--- config.mk ---
export PLATFORM = sky130hd
export DESIGN_NAME = qlt_scan
export DESIGN_NICKNAME = d
export VERILOG_FILES = /design/src/hdl/qlt_pkg.sv /design/src/hdl/qlt_scan.sv /design/src/hdl/qlt_buf.sv
export SDC_FILE = /design/constraint.sdc
export NUM_CORES = 1
export LEC_CHECK = 0
export BUFFER_PORTS_ARGS = -buffer_cell sky130_fd_sc_hd__buf_2
export CORE_UTILIZATION = 30
export CTS_CLUSTER_DIAMETER = 120
export CTS_CLUSTER_SIZE = 8
export DETAILED_ROUTE_END_ITERATION = 7
export PLACE_DENSITY = 0.53
export SYNTH_ARGS = -nofsm -noshare
export SYNTH_HDL_FRONTEND = slang
export SYNTH_HIERARCHICAL = 1
export SYNTH_SLANG_ARGS = --single-unit
export TNS_END_PERCENT = 50
--- constraint.sdc ---
create_clock -name i_clk -period 3.1 [get_ports i_clk]
set_clock_uncertainty 0.05 [all_clocks]
set_input_delay 0 -clock i_clk [delete_from_list [all_inputs] [get_ports i_clk]]
set_output_delay 0 -clock i_clk [all_outputs]
set_load 0.02 [all_outputs]
--- src/hdl/qlt_pkg.sv ---
// Constants and types shared by the four-line transmit scanner block.
// Assumes the includer imports the whole package.
package qlt_pkg;
    localparam int LINES = 4;
    localparam int CHAR_W = 8;
    localparam int BUF_DEPTH = 2;
    // Register select codes on the register port
    localparam logic [1:0] REG_TX_LINE_CTRL = 2'h0;
    localparam logic [1:0] REG_MODEM_STATUS = 2'h1;
    localparam logic [1:0] REG_TX_CHAR_BREAK = 2'h2;
    // Field positions
    localparam int ENABLE_LSB = 0;
    localparam int DTR_LSB = 8;
    localparam int RING_LSB = 0;
    localparam int CARRIER_LSB = 8;
    localparam int CHAR_LSB = 0;
    localparam int BREAK_LSB = 8;
    // Values after reset
    localparam logic [3:0] ENABLE_RST = 4'h0;
    localparam logic [3:0] DTR_RST = 4'h0;
    localparam logic [3:0] BREAK_RST = 4'h0;
    localparam logic [4:0] SILO_CNT_RST = 5'h00;
    localparam logic [15:0] RDATA_RST = 16'h0000;
    localparam logic [1:0] LINE_RST = 2'h0;
    // Silo alarm threshold in characters
    localparam logic [4:0] SILO_ALARM_COUNT = 5'h10;
    // Interrupt vector offsets
    localparam logic [2:0] VEC_RX_OFFSET = 3'h0;
    localparam logic [2:0] VEC_TX_OFFSET = 3'h4;
    // Serial line levels
    localparam logic SPACE_LEVEL = 1'b0;
    localparam logic MARK_LEVEL = 1'b1;

    typedef enum logic [1:0] {
        QLT_SCAN = 2'b01,
        QLT_HALT = 2'b10
    } qlt_scan_type;
endpackage : qlt_pkg

--- src/hdl/qlt_scan.sv ---
// Line enables, scanner, modem control, break and interrupt requests.
// Assumes same-clock UARTs and silo logic; ring and carrier are pins.
`timescale 1ns/10ps
module qlt_scan (
    // Clock and reset
    input wire logic i_clk,
    input wire logic i_rst,
    input wire logic i_ce,
    // Register port
    input wire logic [1:0] i_reg_sel,
    input wire logic i_reg_wr,
    input wire logic i_reg_rd,
    input wire logic [1:0] i_reg_be,
    input wire logic [15:0] i_reg_wdata,
    output logic [15:0] o_reg_rdata,
    output logic o_reg_rvalid,
    // Control and status bits
    input wire logic i_master_scan_enable,
    input wire logic i_tx_irq_enable,
    input wire logic i_rx_irq_enable,
    input wire logic i_silo_alarm_enable,
    input wire logic i_master_clear,
    input wire logic i_bus_init,
    output logic o_tx_ready_flag,
    output logic [1:0] o_tx_line_number,
    output logic o_silo_alarm_flag,
    // Receive silo events
    input wire logic i_rx_done_flag,
    input wire logic i_silo_char_in,
    input wire logic i_rx_buffer_access,
    // Interrupt requests
    output logic o_rx_irq_req,
    output logic o_tx_irq_req,
    output logic [2:0] o_irq_vector,
    // Line transmitters
    input wire logic [qlt_pkg::LINES-1:0] i_line_tx_empty,
    output logic o_char_valid,
    output logic [qlt_pkg::CHAR_W-1:0] o_char_data,
    output logic [1:0] o_char_line,
    input wire logic i_char_ready,
    input wire logic [qlt_pkg::LINES-1:0] i_uart_txd,
    output logic [qlt_pkg::LINES-1:0] o_line_txd,
    // Modem lines
    input wire logic [qlt_pkg::LINES-1:0] i_ring,
    input wire logic [qlt_pkg::LINES-1:0] i_carrier,
    output logic [qlt_pkg::LINES-1:0] o_term_ready
);
    import qlt_pkg::*;

    localparam int BW = CHAR_W + 2;

    qlt_scan_type state_reg;
    logic [LINES-1:0] line_enable_reg;
    logic [LINES-1:0] break_reg;
    logic [LINES-1:0] pending_reg;
    logic [LINES-1:0] ring_meta_reg;
    logic [LINES-1:0] ring_reg;
    logic [LINES-1:0] carrier_meta_reg;
    logic [LINES-1:0] carrier_reg;
    logic [4:0] silo_cnt_reg;
    logic [4:0] silo_cnt_next;
    logic clear_any;
    logic ctrl_wr;
    logic char_wr;
    logic brk_wr;
    logic buf_in_ready;
    logic [BW-1:0] buf_out;
    logic [LINES-1:0] cand;
    logic [1:0] pick;
    logic start;
    logic pop;

    function automatic logic [1:0] top_line(input logic [LINES-1:0] v);
        logic [1:0] r;
        r = 2'h0;
        for (int i = 0; i < LINES; i++) begin
            if (v[i]) begin
                r = i[1:0];
            end
        end
        return r;
    endfunction : top_line

    assign clear_any = i_bus_init || i_master_clear;
    assign ctrl_wr = i_reg_wr && i_reg_sel == REG_TX_LINE_CTRL;
    assign char_wr = i_reg_wr && i_reg_sel == REG_TX_CHAR_BREAK
        && i_reg_be[0];
    assign brk_wr = i_reg_wr && i_reg_sel == REG_TX_CHAR_BREAK
        && i_reg_be[1];
    // Lines with a free transmitter not already fed a character
    assign cand = line_enable_reg & i_line_tx_empty & ~pending_reg;
    assign pick = top_line(cand);
    assign start = i_master_scan_enable && (|cand) && buf_in_ready;
    assign pop = o_char_valid && i_char_ready;
    assign o_char_data = buf_out[CHAR_W-1:0];
    assign o_char_line = buf_out[BW-1:CHAR_W];

    // Characters wait here until their line transmitter takes them
    qlt_buf #(.WIDTH(BW), .DEPTH(BUF_DEPTH)) u_buf (
        .i_clk(i_clk),
        .i_rst(i_rst),
        .i_ce(i_ce),
        .i_in_valid(char_wr),
        .i_in_data({o_tx_line_number, i_reg_wdata[CHAR_LSB +: CHAR_W]}),
        .o_in_ready(buf_in_ready),
        .o_out_valid(o_char_valid),
        .o_out_data(buf_out),
        .i_out_ready(i_char_ready)
    );

    // Line enables
    always_ff @(posedge i_clk or posedge i_rst) begin
        if (i_rst) begin
            line_enable_reg <= ENABLE_RST;
        end else if (i_ce) begin
            if (clear_any) begin
                line_enable_reg <= ENABLE_RST;
            end else if (ctrl_wr && i_reg_be[0]) begin
                line_enable_reg <= i_reg_wdata[ENABLE_LSB +: LINES];
            end
        end
    end

    // Terminal ready, untouched by master clear
    always_ff @(posedge i_clk or posedge i_rst) begin
        if (i_rst) begin
            o_term_ready <= DTR_RST;
        end else if (i_ce) begin
            if (i_bus_init) begin
                o_term_ready <= DTR_RST;
            end else if (ctrl_wr && i_reg_be[1]) begin
                o_term_ready <= i_reg_wdata[DTR_LSB +: LINES];
            end
        end
    end

    // Break bits and serial outputs
    always_ff @(posedge i_clk or posedge i_rst) begin
        if (i_rst) begin
            break_reg <= BREAK_RST;
            o_line_txd <= {LINES{MARK_LEVEL}};
        end else if (i_ce) begin
            if (clear_any) begin
                break_reg <= BREAK_RST;
            end else if (brk_wr) begin
                break_reg <= i_reg_wdata[BREAK_LSB +: LINES];
            end
            for (int i = 0; i < LINES; i++) begin
                o_line_txd[i] <= break_reg[i] ? SPACE_LEVEL : i_uart_txd[i];
            end
        end
    end

    // Lines holding a buffered character; a new push wins
    always_ff @(posedge i_clk or posedge i_rst) begin
        if (i_rst) begin
            pending_reg <= '0;
        end else if (i_ce) begin
            for (int i = 0; i < LINES; i++) begin
                if (char_wr && buf_in_ready && o_tx_line_number == i[1:0]) begin
                    pending_reg[i] <= 1'b1;
                end else if (pop && o_char_line == i[1:0]) begin
                    pending_reg[i] <= 1'b0;
                end
            end
        end
    end

    // Scanner
    always_ff @(posedge i_clk or posedge i_rst) begin
        if (i_rst) begin
            state_reg <= QLT_SCAN;
            o_tx_ready_flag <= 1'b0;
            o_tx_line_number <= LINE_RST;
        end else if (i_ce) begin
            if (clear_any) begin
                state_reg <= QLT_SCAN;
                o_tx_ready_flag <= 1'b0;
            end else begin
                case (state_reg)
                    QLT_SCAN: begin
                        if (start) begin
                            state_reg <= QLT_HALT;
                            o_tx_line_number <= pick;
                            o_tx_ready_flag <= 1'b1;
                        end
                    end
                    QLT_HALT: begin
                        if (!i_master_scan_enable || char_wr
                                || !line_enable_reg[o_tx_line_number]) begin
                            state_reg <= QLT_SCAN;
                            o_tx_ready_flag <= 1'b0;
                        end
                    end
                    default: begin
                        state_reg <= QLT_SCAN;
                        o_tx_ready_flag <= 1'b0;
                    end
                endcase
            end
        end
    end

    // Silo alarm counter; a character in the access cycle still counts
    always_comb begin
        silo_cnt_next = silo_cnt_reg;
        if (i_rx_buffer_access) begin
            silo_cnt_next = i_silo_char_in ? 5'h01 : SILO_CNT_RST;
        end else if (i_silo_char_in && silo_cnt_reg != SILO_ALARM_COUNT) begin
            silo_cnt_next = silo_cnt_reg + 5'h01;
        end
    end

    always_ff @(posedge i_clk or posedge i_rst) begin
        if (i_rst) begin
            silo_cnt_reg <= SILO_CNT_RST;
            o_silo_alarm_flag <= 1'b0;
        end else if (i_ce) begin
            silo_cnt_reg <= silo_cnt_next;
            o_silo_alarm_flag <= silo_cnt_next == SILO_ALARM_COUNT;
        end
    end

    // Interrupt requests and vector
    always_ff @(posedge i_clk or posedge i_rst) begin
        if (i_rst) begin
            o_rx_irq_req <= 1'b0;
            o_tx_irq_req <= 1'b0;
            o_irq_vector <= VEC_RX_OFFSET;
        end else if (i_ce) begin
            o_rx_irq_req <= i_rx_irq_enable && (i_silo_alarm_enable
                ? o_silo_alarm_flag : i_rx_done_flag);
            o_tx_irq_req <= i_tx_irq_enable && o_tx_ready_flag;
            if (i_rx_irq_enable && (i_silo_alarm_enable
                    ? o_silo_alarm_flag : i_rx_done_flag)) begin
                o_irq_vector <= VEC_RX_OFFSET;
            end else begin
                o_irq_vector <= VEC_TX_OFFSET;
            end
        end
    end

    // Modem input synchronisers
    always_ff @(posedge i_clk or posedge i_rst) begin
        if (i_rst) begin
            ring_meta_reg <= '0;
            ring_reg <= '0;
            carrier_meta_reg <= '0;
            carrier_reg <= '0;
        end else if (i_ce) begin
            ring_meta_reg <= i_ring;
            ring_reg <= ring_meta_reg;
            carrier_meta_reg <= i_carrier;
            carrier_reg <= carrier_meta_reg;
        end
    end

    // Register reads; transmit data register is write-only
    always_ff @(posedge i_clk or posedge i_rst) begin
        if (i_rst) begin
            o_reg_rdata <= RDATA_RST;
            o_reg_rvalid <= 1'b0;
        end else if (i_ce) begin
            o_reg_rvalid <= i_reg_rd;
            if (i_reg_rd) begin
                o_reg_rdata <= RDATA_RST;
                case (i_reg_sel)
                    REG_TX_LINE_CTRL: begin
                        o_reg_rdata[ENABLE_LSB +: LINES] <= line_enable_reg;
                        o_reg_rdata[DTR_LSB +: LINES] <= o_term_ready;
                    end
                    REG_MODEM_STATUS: begin
                        o_reg_rdata[RING_LSB +: LINES] <= ring_reg;
                        o_reg_rdata[CARRIER_LSB +: LINES] <= carrier_reg;
                    end
                    default: begin
                        o_reg_rdata <= RDATA_RST;
                    end
                endcase
            end
        end
    end
endmodule : qlt_scan

--- src/hdl/qlt_buf.sv ---
// Small first-in first-out buffer, head word and flags held in flops.
// Assumes one clock, push only while o_in_ready is high.
`timescale 1ns/10ps
module qlt_buf #(
    parameter int WIDTH = 10,
    parameter int DEPTH = 2
) (
    // Clock and reset
    input wire logic i_clk,
    input wire logic i_rst,
    input wire logic i_ce,
    // Filling side
    input wire logic i_in_valid,
    input wire logic [WIDTH-1:0] i_in_data,
    output logic o_in_ready,
    // Draining side
    output logic o_out_valid,
    output logic [WIDTH-1:0] o_out_data,
    input wire logic i_out_ready
);
    localparam int CW = $clog2(DEPTH + 1);
    localparam logic [CW-1:0] CNT_ZERO = '0;
    localparam logic [CW-1:0] CNT_ONE = CW'(1);
    localparam logic [CW-1:0] CNT_FULL = CW'(DEPTH);

    logic [WIDTH-1:0] mem_reg [DEPTH];
    logic [CW-1:0] count_reg;
    logic [CW-1:0] count_next;
    logic push;
    logic pop;

    assign push = i_in_valid && o_in_ready;
    assign pop = o_out_valid && i_out_ready;
    assign o_out_data = mem_reg[0];

    always_comb begin
        count_next = count_reg;
        if (push && !pop) begin
            count_next = count_reg + CNT_ONE;
        end else if (pop && !push) begin
            count_next = count_reg - CNT_ONE;
        end
    end

    always_ff @(posedge i_clk or posedge i_rst) begin
        if (i_rst) begin
            count_reg <= CNT_ZERO;
            o_out_valid <= 1'b0;
            o_in_ready <= 1'b1;
        end else if (i_ce) begin
            count_reg <= count_next;
            o_out_valid <= count_next != CNT_ZERO;
            o_in_ready <= count_next != CNT_FULL;
        end
    end

    // Shift toward the head on pop, write at first free slot
    always_ff @(posedge i_clk) begin
        if (i_ce) begin
            for (int i = 0; i < DEPTH; i++) begin
                if (push && (pop ? count_reg - CNT_ONE : count_reg)
                        == CW'(i)) begin
                    mem_reg[i] <= i_in_data;
                end else if (pop && i < DEPTH - 1) begin
                    mem_reg[i] <= mem_reg[i + 1];
                end
            end
        end
    end
endmodule : qlt_buf

# --- After elaboration in Yosys (flattened, before gate mapping) ---
# Memory sizes are Yosys's and may differ from the RTL's.
# Cells that the tools add are included.
word_totals:
  ff_bits: 65
  ramBits: 20
  in_bits: 51
  out_inout_bits: 45
  word_cells: 158
  memories: 1
classes:
  n_addsub: 3
  n_lt_le_gt_ge: 1
  eq_ne: 16
  muxes: 52
  n_bitwise: 5
  n_reduce_logical: 55
memory_table:
  columns: ["memory", "words", "width", "read_ports", "rd_clocked_by_memory_dff", "write_ports", "line_no", "text"]
  rows:
  - ["u_buf.mem_reg", 2, 10, 2, 0, 2, "qlt_buf.sv:26", "logic [WIDTH-1:0] mem_reg [DEPTH];"]
op_table:
  columns: ["cell", "n"]
  rows:
  - ["$mux 1", 29]
  - ["$logic_and 1x1->1", 25]
  - ["$mux 4", 6]
  - ["$mux 2", 8]
  - ["$pmux 4 s2", 2]
  - ["$reduce_and 2->1", 8]
  - ["$reduce_bool 2->1", 8]
  - ["$eq 2x2->1 const B", 6]
  - ["$eq 2x1->1 const B", 5]
  - ["$mux 10", 1]
  - ["$mux 5", 2]
  - ["$and 4x4->4", 2]
  - ["$logic_not 2->1", 4]
  - ["$ne 3x3->1 const B", 2]
  - ["$add 5x1->5 const B", 1]
  - ["$eq 5x5->1 const B", 1]
  - ["$ne 5x5->1 const B", 1]
  - ["$logic_not 1->1", 4]
  - ["$not 4->4", 1]
  - ["$pmux 2 s2", 1]
  - ["$reduce_and 4->1", 1]
  - ["$reduce_or 4->1", 1]
  - ["$logic_or 1x1->1", 3]
  - ["$lt 2x3->1 const B", 1]
  - ["other kinds (9)", 9]

# --- Longest topological paths before layout ---
logic_depth:
  depth_word: 9
  depth_mapped: 8
  depth_no_buf: 6

# --- By module ---
# Netlist, hierarchy kept.
modules_own_cells:
  columns: ["module", "n_inst", "cells_each", "area_each_um2", "seq_area_each_um2"]
  rows:
  - ["qlt_scan", 1, 260, 2816.5, 1457.6]
  - ["qlt_buf", 1, 78, 1128.6, 701.9]

# --- Worst setup path after synthesis ---
# OpenSTA, ideal clock, no wires.
synth_path:
  path_kind: "reg-to-reg"
  start: "reg u_buf.o_in_ready"
  end: "mem u_buf.mem_reg[0][0], enable pin"
  setup_ns: 0.392
  arrival_time_ns: 1.632
  required_time_ns: 2.658
  slack_ns: 1.026
  path_stages_with_launch: 5
  path_buffers: 1
  synth_period_minus_slack_ns: 2.074
  cell_sequence: "dfstp_2 -> and2_1 -> buf_6 -> nand2_1 -> a21boi_0"
synth_rtl:
  columns: ["item", "line_no", "text"]
  rows:
  - ["from (decl)", "qlt_buf.sv:15", "output logic o_in_ready,"]
  - ["from (signal assigned)", "qlt_buf.sv:49", "o_in_ready <= 1'b1;"]
  - ["from (signal assigned)", "qlt_buf.sv:53", "o_in_ready <= count_next != CNT_FULL;"]
  - ["to (decl)", "qlt_buf.sv:26", null]

==> results.tsv <==
stage	metric	value	unit
status	outcome	finished clean	
critical_path	worst-path-max-fanout	10	
global_route	grt_max_degree	38	
drt	drtPass1Iterations	4	
yosys	synth_cell_types	61	
critical_path	startpoint_type	flop	
timing	finalHoldViolCount	0	
final_layout	largest_reg_flops	20	
placed_design	globalplace.congestion	0.773	
cts	postCtsSetupBuffers	0	
drt	num_vias	2859	
critical_path	crit-reg2reg-launch	u_buf/o_in_ready	
yosys	synth-main-ff-cell	dfrtp_1	
floorplanning	dieArea	13600	µm²
yosys	synthesis.area	3950	µm²
drt	avgRoutedWirePerCell	14.6	µm
placed_design	pre_cts_ws	1.05	ns
cts	cts.path.max_buffers	2	
timing	whs	0.0220	ns
final_layout	syn2layout_area_growth	26.6	%
drt	drc	0	
critical_path	arrival	1.93	ns
critical_path	r2r_cells	4	
drt	viasPerCell	4.64	
cts	clockRootBuffer	clkbuf_16	
floorplanning	ios	96	
worst_hold_path	min-delay-start	i_master_clear	
flow_run	drv_cap	0	
critical_path	startpoint	u_buf/o_in_ready	
cts	clkLatencyLatePin	0.34	ns
global_route	grt_pass1_wl	14400	µm
cts	h-tree-depth	3	
critical_path	critPathCaptureType	flop	
timing	fin_ws	1.21	ns
cts	clk_pin_slew	0.06	ns
yosys	yosysSeqAreaShare	54.7	%
final_layout	fin_util	39.3	%
cts	cts_tree	done	
final_layout	drive_above_1_share	31.3	%
timing	grt_setup_unrepaired	false	
yosys	ys_ff_latch	82	
placed_design	dp_hpwl	6280	µm
timing	setup-tns-final	0	ns
cts	cts.sinks	82	
yosys	synth_cells	338	
timing	final.min_clock_period	1.89	ns
global_route	grt_pass1_vias	2898	
timing	slew_viol_final	0	
timing	finalCritPeriodShare	60.8	%
timing	slew_headroom	55.4	%
global_route	antenna_found_initial	0	
power	power_density	605	nW/µm²
timing	finalSetupViolations	0	
placed_design	io_buffers	81	
yosys	syn-mean-instance-area	11.7	µm²
critical_path	reg2reg_setup_slack	1.21	ns
critical_path	crit_required	3.14	ns
cts	cts_made_buffers	9	
floorplanning	die_h	117	µm
critical_path	reg2reg_to	u_buf/mem_reg[0][1]	
worst_hold_path	hp-class	input pin to flop	
critical_path	critical_path_class	flop to flop	
final_layout	insertedDiodeCount	0	
drt	dr.first_iter.drc_count	104	
yosys	yosys_warnings	6	
power	vdd_drop_max	248	µV
drt	routed_wl	8980	µm
yosys	async_flop_share	75.6	%
floorplanning	rows	41	
yosys	synth_edf_count	20	
final_layout	fin_nets	492	
global_route	gr-total-overflow	0	
power	cellLeakagePower	2.23	nW
global_route	grt.total_usage	14.3	%
critical_path	endpoint	u_buf/mem_reg[0][1]	
floorplanning	start_util	31.0	%
floorplanning	die_x	117	µm
timing	fmax	530	MHz
drt	ant_nets	0	
timing	tightest_slew	0.668	ns
floorplanning	core	12700	µm²
[how the worst min path moves through the flow]
stage                                      to  slack (ns)  cells after the start
after floorplan            u_buf/count_reg[0]       -0.28                      1
after global placement      u_buf/o_out_valid       -0.14                      2
after detailed placement    u_buf/o_out_valid       -0.14                      2
after CTS                        break_reg[1]      0.0005                      4
after global routing      o_tx_line_number[1]        0.05                      4
final                            break_reg[1]        0.02                      4
[metrics by stage]
stage                     power, W  instances  cell area (µm²)
after floorplan            0.00179        347             3980
after global placement     0.00193        570             4400
after detailed placement   0.00195        570             4400
after CTS                  0.00307        616             5000
after global routing       0.00319        616             5000
final                      0.00302        616             5000
[report_power, final]
| group | switching [W] | total (W) | internal [W] |
|---|---|---|---|
| clock network | 0.000429 | 0.00107 | 0.000642 |
| logic | 0.000298 | 0.000562 | 0.000264 |
| registers | 0.000137 | 0.00139 | 0.00125 |
[synthesized netlist by cell type, types with 3 or more instances]
cell	count	area, µm²
nand3b_1	6	45.0
a22o_1	3	26.3
buf_2	9	45.0
a21oi_1	3	15.0
nor2b_1	3	18.8
dfrtp_1	56	1400
nand2b_1	7	43.8
mux2_2	21	236
nand4_1	6	37.5
o21ai_1	15	75.1
xnor2_1	5	43.8
dfstp_2	6	158
mux2_1	6	67.6
inv_1	23	86.3
o21ai_0	12	60.1
o22ai_1	4	25.0
nand2_1	36	135
mux2i_1	17	170
nand3_1	6	30.0
buf_4	20	150
edfxtp_1	20	601
nor2_1	4	15.0
[area by class of cell]
class / instances / area [µm²]
Clock buffer: 11 / 243
Tap cell: 172 / 215
Sequential cell: 82 / 2160
Inverter: 24 / 90.1
Clock inverter: 5 / 53.8
Fill cell: 1284 / 7730
Multi-Input combinational cell: 207 / 1500
Timing Repair Buffer: 115 / 736
[kinds of logic after synthesis]
family / count (synthesis) / synth area share (%)
buffers and inverters: 58 / 8.12
and+or+nand+nor: 88 / 13.0
xor gates and xnor gates: 5 / 1.11
DFF: 82 / 54.7
other: 1 / 0.0951
muxes: 46 / 13.0
AOI/OAI and AO/OA: 56 / 9.36
adders and majority gates: 2 / 0.634
[placed cells by master, fill, tap and decap left out, drive strengths merged, types with 4 or more instances in the layout]
cell         count
dfrtp           56
nand2b           7
o21ai           28
edfxtp          20
buf             85
inv             23
nand4            7
mux2i           17
dfstp            6
mux2            28
conb            10
nand3b           7
nand3            6
xnor2            5
dlygate4sd3     30
nor2             4
clkbuf          11
o22ai            4
nand2           36
[layer usage]
metal	track usage (%)	wire length (µm)	vias to the layer above
li1	-	-	1359
met4	5.57	153	0
met3	4.00	398	10
met5	0	0	-
met1	18.2	4120	1414
met2	23.2	4310	76
[repair_timing]
item,4_1_cts,5_1_grt
resized for setup,0,0
hold buffers,30,0
endpoints found under the hold margin,75,0
endpoints found under the setup margin,0,0
[critical path: stages (launching register included)]
cell and delay (ns):
dfstp_2 0.57, and2_1 0.33, nand3b_4 0.11, nand4_4 0.20
mux2_2 0.37
(Power assumes the default switching activity.)
